$ cat config.mk
export PLATFORM = sky130hd
export DESIGN_NAME = ctc_top
export DESIGN_NICKNAME = d
export VERILOG_FILES = /design/src/hdl/ctc_pkg.sv /design/src/hdl/ctc_top.sv
export SDC_FILE = /design/constraint.sdc
export NUM_CORES = 2
export LEC_CHECK = 0
export BUFFER_PORTS_ARGS = -buffer_cell sky130_fd_sc_hd__buf_2
export CAP_MARGIN = 30
export CORE_ASPECT_RATIO = 1.75
export CORE_MARGIN = 3
export CORE_UTILIZATION = 60
export CTS_CLUSTER_SIZE = 20
export DETAILED_ROUTE_END_ITERATION = 10
export PLACE_DENSITY_LB_ADDON = 0.25
export RECOVER_POWER = 50
export SYNTH_ARGS = -nofsm -noshare
export SYNTH_HDL_FRONTEND = slang
export SYNTH_SLANG_ARGS = --single-unit
export TNS_END_PERCENT = 100
$ cat constraint.sdc
create_clock -name sys_clk -period 3.6 [get_ports sys_clk]
set_clock_uncertainty 0.05 [all_clocks]
set_input_delay 0.18 -clock sys_clk [delete_from_list [all_inputs] [get_ports sys_clk]]
set_output_delay 0.18 -clock sys_clk [all_outputs]
set_load 0.1 [all_outputs]
$ cat src/hdl/ctc_pkg.sv
// Package for the commissioning test control block.
// Assumes a single 125 MHz system clock and a plain register port.
package ctc_pkg;
  localparam int CLK_HZ = 125_000_000;
  localparam int LAMP_TIME_MS = 2000;
  localparam int LAMP_CYCLES = CLK_HZ / 1000 * LAMP_TIME_MS;
  localparam int NUM_MON = 8;
  localparam int SEL_W = 9;
  localparam int NUM_LED = 8;
  localparam int MON_DEFAULT_BASE = 64;
  // Register offsets (byte addresses).
  localparam logic [7:0] REG_INPUTS = 8'h00;
  localparam logic [7:0] REG_OUTPUTS = 8'h04;
  localparam logic [7:0] REG_MON_STATUS = 8'h08;
  localparam logic [7:0] REG_INDICATOR_STATE_VECTOR = 8'h0c;
  localparam logic [7:0] REG_MON_SEL0 = 8'h10;
  localparam logic [7:0] REG_TEST_MODE = 8'h30;
  localparam logic [7:0] REG_PATTERN = 8'h34;
  localparam logic [7:0] REG_CONTACT_CMD = 8'h38;
  localparam logic [7:0] REG_LAMP_CMD = 8'h3c;
  localparam logic [7:0] REG_RECLOSE_CMD = 8'h40;
  localparam logic [7:0] REG_IRQ_STATUS = 8'h44;
  localparam logic [7:0] REG_IRQ_MASK = 8'h48;
  localparam logic [31:0] PATTERN_RESET = 32'h0000_0000;
  // Interrupt status bit positions.
  localparam int IRQ_TEST_ENTER = 0;
  localparam int IRQ_LAMP_DONE = 1;
  localparam int IRQ_RECLOSE_TRIP = 2;
  localparam int IRQ_W = 3;
  localparam int RECLOSE_TRIP_RELAY = 3;

  typedef enum logic [1:0] {
    CTC_MODE_OFF = 2'b00,
    CTC_MODE_TEST = 2'b01,
    CTC_MODE_BLOCKED = 2'b10
  } ctc_mode_t;

  typedef enum logic [1:0] {
    CTC_CT_NOP = 2'b00,
    CTC_CT_APPLY = 2'b01,
    CTC_CT_REMOVE = 2'b10
  } ctc_contact_cmd_t;

  typedef struct packed {
    logic [7:0] addr;
    logic [31:0] wdata;
    logic wr;
    logic rd;
  } ctc_bus_req_t;
endpackage

$ cat src/hdl/ctc_top.sv
// Commissioning test control: monitor selectors, contact test, lamp test,
// test mode and reclose test start.
// Assumes inputs synchronous to sys_clk and a one-cycle-strobe register port.
//
// The address map and the plain strobed port are this design's own decisions.
`timescale 1ns/1ps
// Operation
// - Logic inputs read back as a vector, one means energised.
// - Output relay drive signals read back as a vector, one means operated.
// - In test mode the output vector still shows in-service logic drive.
// - Monitor status has eight bits, each the selected bus signal.
// - Eight-bit indicator vector, one while each indicator is lit.
// - Each monitor selector takes a bus index 0 to 511.
// - Each selected monitor signal also drives its own monitor pin.
// - Test mode is off, test or blocked; test raises alarm and indicator.
// - Test mode freezes breaker wear data and marks transmission cause test.
// - Test keeps contacts live, blocked inhibits them, off or test restores them.
// - An energised input mapped to test mode also enters test mode.
// - Test pattern holds one bit per contact, one inverts its drive while forced.
// - Apply-test forces patterned contacts, then the command returns to nop.
// - Forced contacts hold until remove-test, then the command returns to nop.
// - Lamp check lights all eight indicators for two seconds, then nop.
// - Reclose trip test runs one trip and reclose cycle per command.
// - Command returns to nop once the trip output has operated.
module ctc_top #(
  parameter int NUM_IN = 16,
  parameter int NUM_OUT = 16,
  parameter int LAMP_CYCLES = ctc_pkg::LAMP_CYCLES
) (
  input wire logic sys_clk,
  input wire logic rstn,
  input wire logic [7:0] reg_addr,
  input wire logic [31:0] reg_wdata,
  input wire logic reg_wr,
  input wire logic reg_rd,
  output logic [31:0] reg_rdata,
  output logic irq,
  input wire logic [NUM_IN-1:0] opto_in,
  input wire logic test_mode_in,
  input wire logic [511:0] internal_signal_bus,
  input wire logic [NUM_OUT-1:0] relay_drive,
  input wire logic [ctc_pkg::NUM_LED-1:0] led_drive,
  input wire logic reclose_present,
  output logic [NUM_OUT-1:0] contact_out,
  output logic [ctc_pkg::NUM_LED-1:0] indicator_out,
  output logic [ctc_pkg::NUM_MON-1:0] monitor_pin,
  output logic service_off_indicator,
  output logic test_alarm,
  output logic protection_service_off_indicator,
  output logic breaker_wear_freeze,
  output logic transmission_cause_test,
  output logic reclose_check_trip_signal
);
  localparam int NM = ctc_pkg::NUM_MON;
  localparam int LCW = $clog2(LAMP_CYCLES + 1);

  ctc_pkg::ctc_bus_req_t req;
  assign req = '{addr: reg_addr, wdata: reg_wdata, wr: reg_wr, rd: reg_rd};

  logic [ctc_pkg::SEL_W-1:0] mon_sel [NM];
  ctc_pkg::ctc_mode_t mode_cell;
  logic [NUM_OUT-1:0] pattern;
  logic forced;
  logic lamp_on;
  logic [LCW-1:0] lamp_cnt;
  logic reclose_cmd;
  logic [ctc_pkg::IRQ_W-1:0] irq_status;
  logic [ctc_pkg::IRQ_W-1:0] irq_mask;
  logic test_prev;

  // Address decode.
  wire wr_mode = req.wr && req.addr == ctc_pkg::REG_TEST_MODE;
  wire wr_pat = req.wr && req.addr == ctc_pkg::REG_PATTERN;
  wire wr_ct = req.wr && req.addr == ctc_pkg::REG_CONTACT_CMD;
  wire wr_lamp = req.wr && req.addr == ctc_pkg::REG_LAMP_CMD;
  wire wr_rcl = req.wr && req.addr == ctc_pkg::REG_RECLOSE_CMD;
  wire wr_ist = req.wr && req.addr == ctc_pkg::REG_IRQ_STATUS;
  wire wr_imask = req.wr && req.addr == ctc_pkg::REG_IRQ_MASK;
  wire [1:0] ct_code = req.wdata[1:0];
  wire apply_cmd = wr_ct && ct_code == ctc_pkg::CTC_CT_APPLY;
  wire remove_cmd = wr_ct && ct_code == ctc_pkg::CTC_CT_REMOVE;
  wire lamp_start = wr_lamp && req.wdata[0] && !lamp_on;

  // Effective mode: control cell or mapped input.
  wire mode_test = mode_cell != ctc_pkg::CTC_MODE_OFF || test_mode_in;
  wire mode_blocked = mode_cell == ctc_pkg::CTC_MODE_BLOCKED;

  // Monitor selection.
  logic [NM-1:0] mon_val;
  genvar g;
  generate
    for (g = 0; g < NM; g++)
    begin : g_mon
      assign mon_val[g] = internal_signal_bus[mon_sel[g]];
    end
  endgenerate

  // Contact path: pattern forcing changes state of patterned contacts.
  wire [NUM_OUT-1:0] forced_val = relay_drive ^ pattern;
  wire [NUM_OUT-1:0] service_val = forced ? forced_val : relay_drive;
  wire [NUM_OUT-1:0] next_contact =
    mode_blocked ? '0 : service_val;
  wire [ctc_pkg::NUM_LED-1:0] next_indicator =
    lamp_on ? '1 : led_drive;
  wire trip_seen = reclose_cmd && relay_drive[ctc_pkg::RECLOSE_TRIP_RELAY-1];
  wire [ctc_pkg::IRQ_W-1:0] irq_set = {trip_seen,
    lamp_on && lamp_cnt == LCW'(1), mode_test && !test_prev};

  // Read mux.
  wire [3:0] sel_idx = 4'((req.addr - ctc_pkg::REG_MON_SEL0) >> 2);
  wire in_sel = req.addr >= ctc_pkg::REG_MON_SEL0 &&
    req.addr < ctc_pkg::REG_TEST_MODE && req.addr[1:0] == 2'b00;
  logic [31:0] next_rdata;
  always_comb
  begin
    next_rdata = 32'h0000_0000;
    if (in_sel)
      next_rdata = 32'(mon_sel[sel_idx[2:0]]);
    else
      unique case (req.addr)
        ctc_pkg::REG_INPUTS: next_rdata = 32'(opto_in);
        ctc_pkg::REG_OUTPUTS: next_rdata = 32'(relay_drive);
        ctc_pkg::REG_MON_STATUS: next_rdata = 32'(mon_val);
        ctc_pkg::REG_INDICATOR_STATE_VECTOR: next_rdata = 32'(indicator_out);
        ctc_pkg::REG_TEST_MODE: next_rdata = 32'(mode_cell);
        ctc_pkg::REG_PATTERN: next_rdata = 32'(pattern);
        ctc_pkg::REG_CONTACT_CMD: next_rdata = 32'h0000_0000;
        ctc_pkg::REG_LAMP_CMD: next_rdata = 32'(lamp_on);
        ctc_pkg::REG_RECLOSE_CMD: next_rdata = 32'(reclose_cmd);
        ctc_pkg::REG_IRQ_STATUS: next_rdata = 32'(irq_status);
        ctc_pkg::REG_IRQ_MASK: next_rdata = 32'(irq_mask);
        default: next_rdata = 32'h0000_0000;
      endcase
  end

  // Configuration registers.
  always_ff @(posedge sys_clk or negedge rstn)
  begin
    if (!rstn)
    begin
      for (int i = 0; i < NM; i++)
        mon_sel[i] <= ctc_pkg::SEL_W'(ctc_pkg::MON_DEFAULT_BASE + i);
      mode_cell <= ctc_pkg::CTC_MODE_OFF;
      pattern <= NUM_OUT'(ctc_pkg::PATTERN_RESET);
      irq_mask <= '0;
    end
    else
    begin
      for (int i = 0; i < NM; i++)
        if (req.wr && req.addr == 8'(ctc_pkg::REG_MON_SEL0 + 4 * i))
          mon_sel[i] <= req.wdata[ctc_pkg::SEL_W-1:0];
      if (wr_mode && req.wdata[1:0] != 2'b11)
        mode_cell <= ctc_pkg::ctc_mode_t'(req.wdata[1:0]);
      if (wr_pat)
        pattern <= req.wdata[NUM_OUT-1:0];
      if (wr_imask)
        irq_mask <= req.wdata[ctc_pkg::IRQ_W-1:0];
    end
  end

  // Test commands; command cells read back as no-operation after acting.
  always_ff @(posedge sys_clk or negedge rstn)
  begin
    if (!rstn)
    begin
      forced <= 1'b0;
      lamp_on <= 1'b0;
      lamp_cnt <= '0;
      reclose_cmd <= 1'b0;
    end
    else
    begin
      if (apply_cmd)
        forced <= 1'b1;
      else if (remove_cmd)
        forced <= 1'b0;
      if (lamp_start)
      begin
        lamp_on <= 1'b1;
        lamp_cnt <= LCW'(LAMP_CYCLES);
      end
      else if (lamp_on)
      begin
        lamp_cnt <= lamp_cnt - LCW'(1);
        if (lamp_cnt == LCW'(1))
          lamp_on <= 1'b0;
      end
      // A repeated command starts the next cycle of the sequence.
      if (wr_rcl && req.wdata[0] && reclose_present)
        reclose_cmd <= 1'b1;
      else if (trip_seen)
        reclose_cmd <= 1'b0;
    end
  end

  // Interrupts: set wins over a write-one clear in the same cycle.
  always_ff @(posedge sys_clk or negedge rstn)
  begin
    if (!rstn)
    begin
      irq_status <= '0;
      test_prev <= 1'b0;
      irq <= 1'b0;
    end
    else
    begin
      test_prev <= mode_test;
      irq_status <= (irq_status &
        ~(wr_ist ? req.wdata[ctc_pkg::IRQ_W-1:0] : '0)) | irq_set;
      irq <= |(irq_status & irq_mask);
    end
  end

  // Registered outputs.
  always_ff @(posedge sys_clk or negedge rstn)
  begin
    if (!rstn)
    begin
      reg_rdata <= 32'h0000_0000;
      contact_out <= '0;
      indicator_out <= '0;
      monitor_pin <= '0;
      service_off_indicator <= 1'b0;
      test_alarm <= 1'b0;
      protection_service_off_indicator <= 1'b0;
      breaker_wear_freeze <= 1'b0;
      transmission_cause_test <= 1'b0;
      reclose_check_trip_signal <= 1'b0;
    end
    else
    begin
      reg_rdata <= req.rd ? next_rdata : 32'h0000_0000;
      contact_out <= next_contact;
      indicator_out <= next_indicator;
      monitor_pin <= mon_val;
      service_off_indicator <= mode_test;
      test_alarm <= mode_test;
      protection_service_off_indicator <= mode_test;
      breaker_wear_freeze <= mode_test;
      transmission_cause_test <= mode_test;
      reclose_check_trip_signal <= reclose_cmd;
    end
  end
endmodule // ctc_top

==> impl_metrics.csv, run 1 <==
group,metric,value,unit
placed_design,dp_hpwl,204000,um
global_routing,grt_pass1_vias,53600,
cts,htree_levels,4,
global_routing,grt_first_pass_wirelength,415000,um
synthesis,synth.avg_cell_area,11.6,um^2
run_status,tool.error,"[ERROR GRT-0116] Global routing finished with congestion. Check the congestion regions in the DRC Viewer.",
run_status,stop_stage,"global routing",
cts,cts_root_buffer,"clkbuf_16",
run_status,status,"stopped before the end",
floorplanning,rows,127,
cts,numCtsBuffers,17,
synthesis,ys_seq_elements,178,
synthesis,yosys.area.top_type_share,0.458,
global_routing,grt_use_total,0.796,
synthesis,synth.area.top_cells,"mux4_2 46%, mux2i_1 11%, dfrtp_1 9.4%, mux2_2 4.1%, a22oi_1 2.6%",
synthesis,syn_area,41900,um^2
placed_design,place.gp.congestion,1.23,
synthesis,yosys_warnings,0,
synthesis,synth_cell_type_count,74,
synthesis,synth_top_area_cell,"mux4_2",
cts,cts_setup_buffers,0,
placed_design,port_buffers,636,
floorplanning,ioPinCount,669,
synthesis,synthCells,3602,
floorplanning,chipWidth,206,um
synthesis,synth_ff_type,"dfrtp_1",
synthesis,ys_seq_area_frac,0.107,
synthesis,async_reset_ff_frac,1.00,
floorplanning,start_util,0.609,
global_routing,grt_max_degree,88,
global_routing,globalRoute.totalOverflow,245,
cts,cts.sinks,178,
cts,cts_buffer_depth,2,
floorplanning,die_h,356,um
synthesis,synth_edf_count,0,
routing by layer:
layer,overflow,GRT usage
met1,0,0.797
met2,119,0.939
met3,2,0.680
met4,123,0.773
met5,1,0.283
synthesized netlist by cell type (8+ instances only):
cell type  instances
dfrtp_1          158
inv_1             13
nor2b_1           41
nor3_1            74
dfstp_2           20
or3b_2            17
nand3b_1          27
buf_1             45
a211oi_1          72
a22o_1            19
nor3b_1           10
nor2_1           158
nand4_1           22
a221oi_1          19
a31oi_1           15
o21ai_0           63
or2_2              9
o22ai_1          145
buf_2             80
mux2_2           151
a2111oi_0         56
mux2i_1          446
nand2b_1          23
xnor2_1            8
a311oi_1          22
mux4_1            16
buf_6             24
o211ai_1          16
nand2_1          184
a211o_1           20
xor2_1            21
and4_1             9
a22oi_1          143
a21oi_1          112
a222oi_1           9
mux4_2           852
and2_1            16
nor4_1            14
clkbuf_1         163
nand3_1           68
buf_4            112
and3_1            14
or3_1             24
stage by stage:
stage / hold WS [ps] / std cells / setup TNS (ps) / setup slack, ps / cell area (um^2)
4_1_cts: 5.73 / 5288 / -30.6 / -30.6 / 49600
3_3_place_gp: 224 / 5211 / -942 / -455 / 48500
3_5_place_dp: 230 / 5211 / -979 / -484 / 48500
2_1_floorplan: -166 / 3617 / 0 / 913 / 41900
timing repair:
| action | CTS |
|---|---|
| hold endpoints to repair | 121 |
| setup endpoints to repair | 4 |
| gates resized for setup | 7 |
| cloned | 1 |
| hold buffers | 44 |
| pin swaps | 1 |
logic make-up after synthesis:
kind of cell,share of synthesized area
other cells,0.0000895
mux,0.615
fa+ha+maj,0.000597
flops,0.107
compound gates,0.122
simple gates,0.0904
buf+inv,0.0581
xor+xnor,0.00606
==> run 2: changes to the inputs <==
- CORE_ASPECT_RATIO: 1.75 -> default
- CORE_UTILIZATION: 60 -> 40
- CTS_CLUSTER_SIZE: 20 -> default
- PLACE_DENSITY_LB_ADDON: 0.25 -> 0.15
==> impl_metrics.csv, run 2 <==
group,metric,value,unit
run_status,status,"finished with violations",
run_status,failed_checks,"capacitance limit, slew limit, setup timing",
cts,htree_levels,4,
global_routing,grt_pass1_vias,43100,
pwr,vdd_drop_max,0.000283,V
global_routing,globalRoute.totalOverflow,0,
synthesis,synth_edf_count,0,
timing,rsz0062_at_grt,"yes",
worst_setup_path,cp.arrival,4030,ps
finish,final_common_cell,"mux4_2",
cts,numCtsBuffers,17,
synthesis,ys_seq_area_frac,0.107,
finish,largest_reg_flops,72,
floorplanning,chipWidth,330,um
cts,cts.clk_slew.worst_paths,90,ps
cts,tritoncts,"built",
cts,cts_root_buffer,"clkbuf_16",
timing,fin_crit,3690,ps
route,wire_per_inst,49.6,um
worst_setup_path,cp.required,3940,ps
synthesis,synth.area.top_cells,"mux4_2 46%, mux2i_1 11%, dfrtp_1 9.4%, mux2_2 4.1%, a22oi_1 2.6%",
route,routed_wirelength,290000,um
route,firstDrtPassIters,9,
global_routing,grt_first_pass_wirelength,382000,um
timing,holdWs,29.1,ps
timing,tightest_slew,1820,ps
floorplanning,core,104000,um^2
global_routing,grt_max_degree,82,
worst_setup_path,startpoint_type,"flip-flop",
global_routing,antenna_found_initial,60,
timing,post-route-period-util,1.03,
finish,multi_input_area,35200,um^2
global_routing,grt_use_total,0.520,
synthesis,synth_top_area_cell,"mux4_2",
floorplanning,ioPinCount,669,
synthesis,synth_ff_type,"dfrtp_1",
worst_setup_path,worstRegToRegCells,11,
timing,setup_violations,6,
synthesis,synth_common_cells,"852 x mux4_2, 446 x mux2i_1, 184 x nand2_1, 163 x clkbuf_1",
placed_design,port_buffers,636,
floorplanning,start_util,0.404,
finish,fill_cells,9639,
finish,finalNetCount,5035,
synthesis,synth_cell_type_count,74,
route,ant_nets,0,
finish,drive_gt1_frac,0.519,
synthesis,async_reset_ff_frac,1.00,
min_path,hold_class,"in -> reg",
synthesis,synthCells,3602,
route,drcViolationCount,0,
min_path,hold_depth,3,
finish,seq_area,4550,um^2
synthesis,synth.avg_cell_area,11.6,um^2
finish,largest_registers,"mon_sel (72), lamp_cnt (28)",
synthesis,ys_seq_elements,178,
placed_design,dp_hpwl,229000,um
cts,cts.sinks,178,
timing,hold_viol_final,0,
placed_design,placed_area,49500,um^2
floorplanning,die_h,330,um
timing,fmax,0.271,GHz
worst_setup_path,end_kind,"flip-flop",
job,maxCapViolCount,2,
synthesis,syn_area,41900,um^2
cts,cts_buffer_depth,2,
placed_design,place.gp.congestion,1.11,
worst_setup_path,critPathKind,"reg -> reg",
pwr,leakagePower,17.2,nW
timing,slew_headroom,-0.211,
synthesis,yosys.area.top_type_share,0.458,
floorplanning,rows,118,
finish,fin_area,51000,um^2
finish,syn_to_final_growth,21.9,%
synthesis,yosys.cell_count.top_type,"mux4_2",
floorplanning,die_area,109000,um^2
timing,slew_violations,80,
route,drtIter0Drc,8542,
cts,clkLatencyLatePin,500,ps
synthesis,yosys_warnings,0,
pwr,powerDensity,236,nW/um^2
route,vias_per_cell,8.01,
finish,regMostFlops,"mon_sel",
route,num_vias,46900,
timing,layout_setup_ws,-90.0,ps
worst_setup_path,critPathMaxFanout,9,
finish,mostFrequentLayoutCells,"852 x mux4_2, 635 x buf_2, 456 x buf_4",
[run 2: metrics by stage]
step,std cells,utilization,TNS (ps),worst slack [ps],total power [mW]
6_report,5853,0.492,-289,-90.0,12.0
5_1_grt,5837,0.492,-27.1,-27.1,12.1
4_1_cts,5804,0.488,-47.1,-47.1,11.6
3_5_place_dp,5724,0.477,-910,-395,9.48
3_3_place_gp,5722,0.477,-1460,-439,9.45
2_1_floorplan,3617,-,0,913,6.01
[run 2: what timing repair did]
item / 4_1_cts / 5_1_grt
gates resized for setup: 10 / 32
hold endpoints to repair: 76 / 0
hold buffers: 47 / 0
pin swaps: 2 / 3
setup buffers: 1 / 22
gates cloned: 0 / 2
endpoints found under the setup margin: 6 / 9
[run 2: report_power, final]
| part | switching, mW | leakage, nW | internal [mW] | total (mW) |
|---|---|---|---|---|
| registers | 0.227 | 2.25 | 2.13 | 2.36 |
| logic | 4.64 | 14.7 | 2.98 | 7.62 |
| clock network | 1.09 | 0.300 | 0.956 | 2.05 |
[run 2: cells by family after synthesis]
| kind of cell | after synthesis | synth area share |
|---|---|---|
| muxes | 1465 | 0.615 |
| and+or+nand+nor | 741 | 0.0904 |
| AOI/OAI and AO/OA | 737 | 0.122 |
| buffers and inverters | 449 | 0.0581 |
| DFF | 178 | 0.107 |
| xor gates and xnor gates | 29 | 0.00606 |
| adders and majority gates | 2 | 0.000597 |
| other | 1 | 0.0000895 |
[run 2: final timing paths]
check	to	slack, ps	from
max in group asynchronous	mon_sel[63]	520	rstn
worst max register to register	reg_rdata[3]	-90	mon_sel[36]
worst max-delay path	reg_rdata[3]	-90	mon_sel[36]
min in group asynchronous	indicator_out[6]	600	rstn
worst min register to register	reclose_check_trip_signal	410	reclose_cmd
worst min-delay path	reg_rdata[7]	30	opto_in[7]
[run 2: final cells by class]
type / count / share of cell area
Inverter: 21 / 0.00154
Clock inverter: 15 / 0.00385
Antenna cell: 25 / 0.00123
Tap cell: 1380 / 0.0338
Timing Repair Buffer: 1227 / 0.172
Clock buffer: 17 / 0.00833
Sequential cell: 178 / 0.0891
Multi-Input combinational cell: 2990 / 0.690
[run 2: critical path, cell delays in order (launching register included)]
cell	delay, ps
dfstp_4	730
mux4_2	510
mux2i_1	410
nor2_1	230
buf_4	190
a311oi_1	260
buf_4	220
a2111oi_0	80
buf_4	200
nand3_1	150
nand4_1	280
o21ba_1	270
[run 2: routing by layer]
metal,GRT usage,part of all wire
met3,0.263,0.18
met4,0.258,0.067
met1,0.679,0.36
met2,0.703,0.40
met5,0.00932,0.0018
Note: power is estimated with default switching activity, not from simulation.
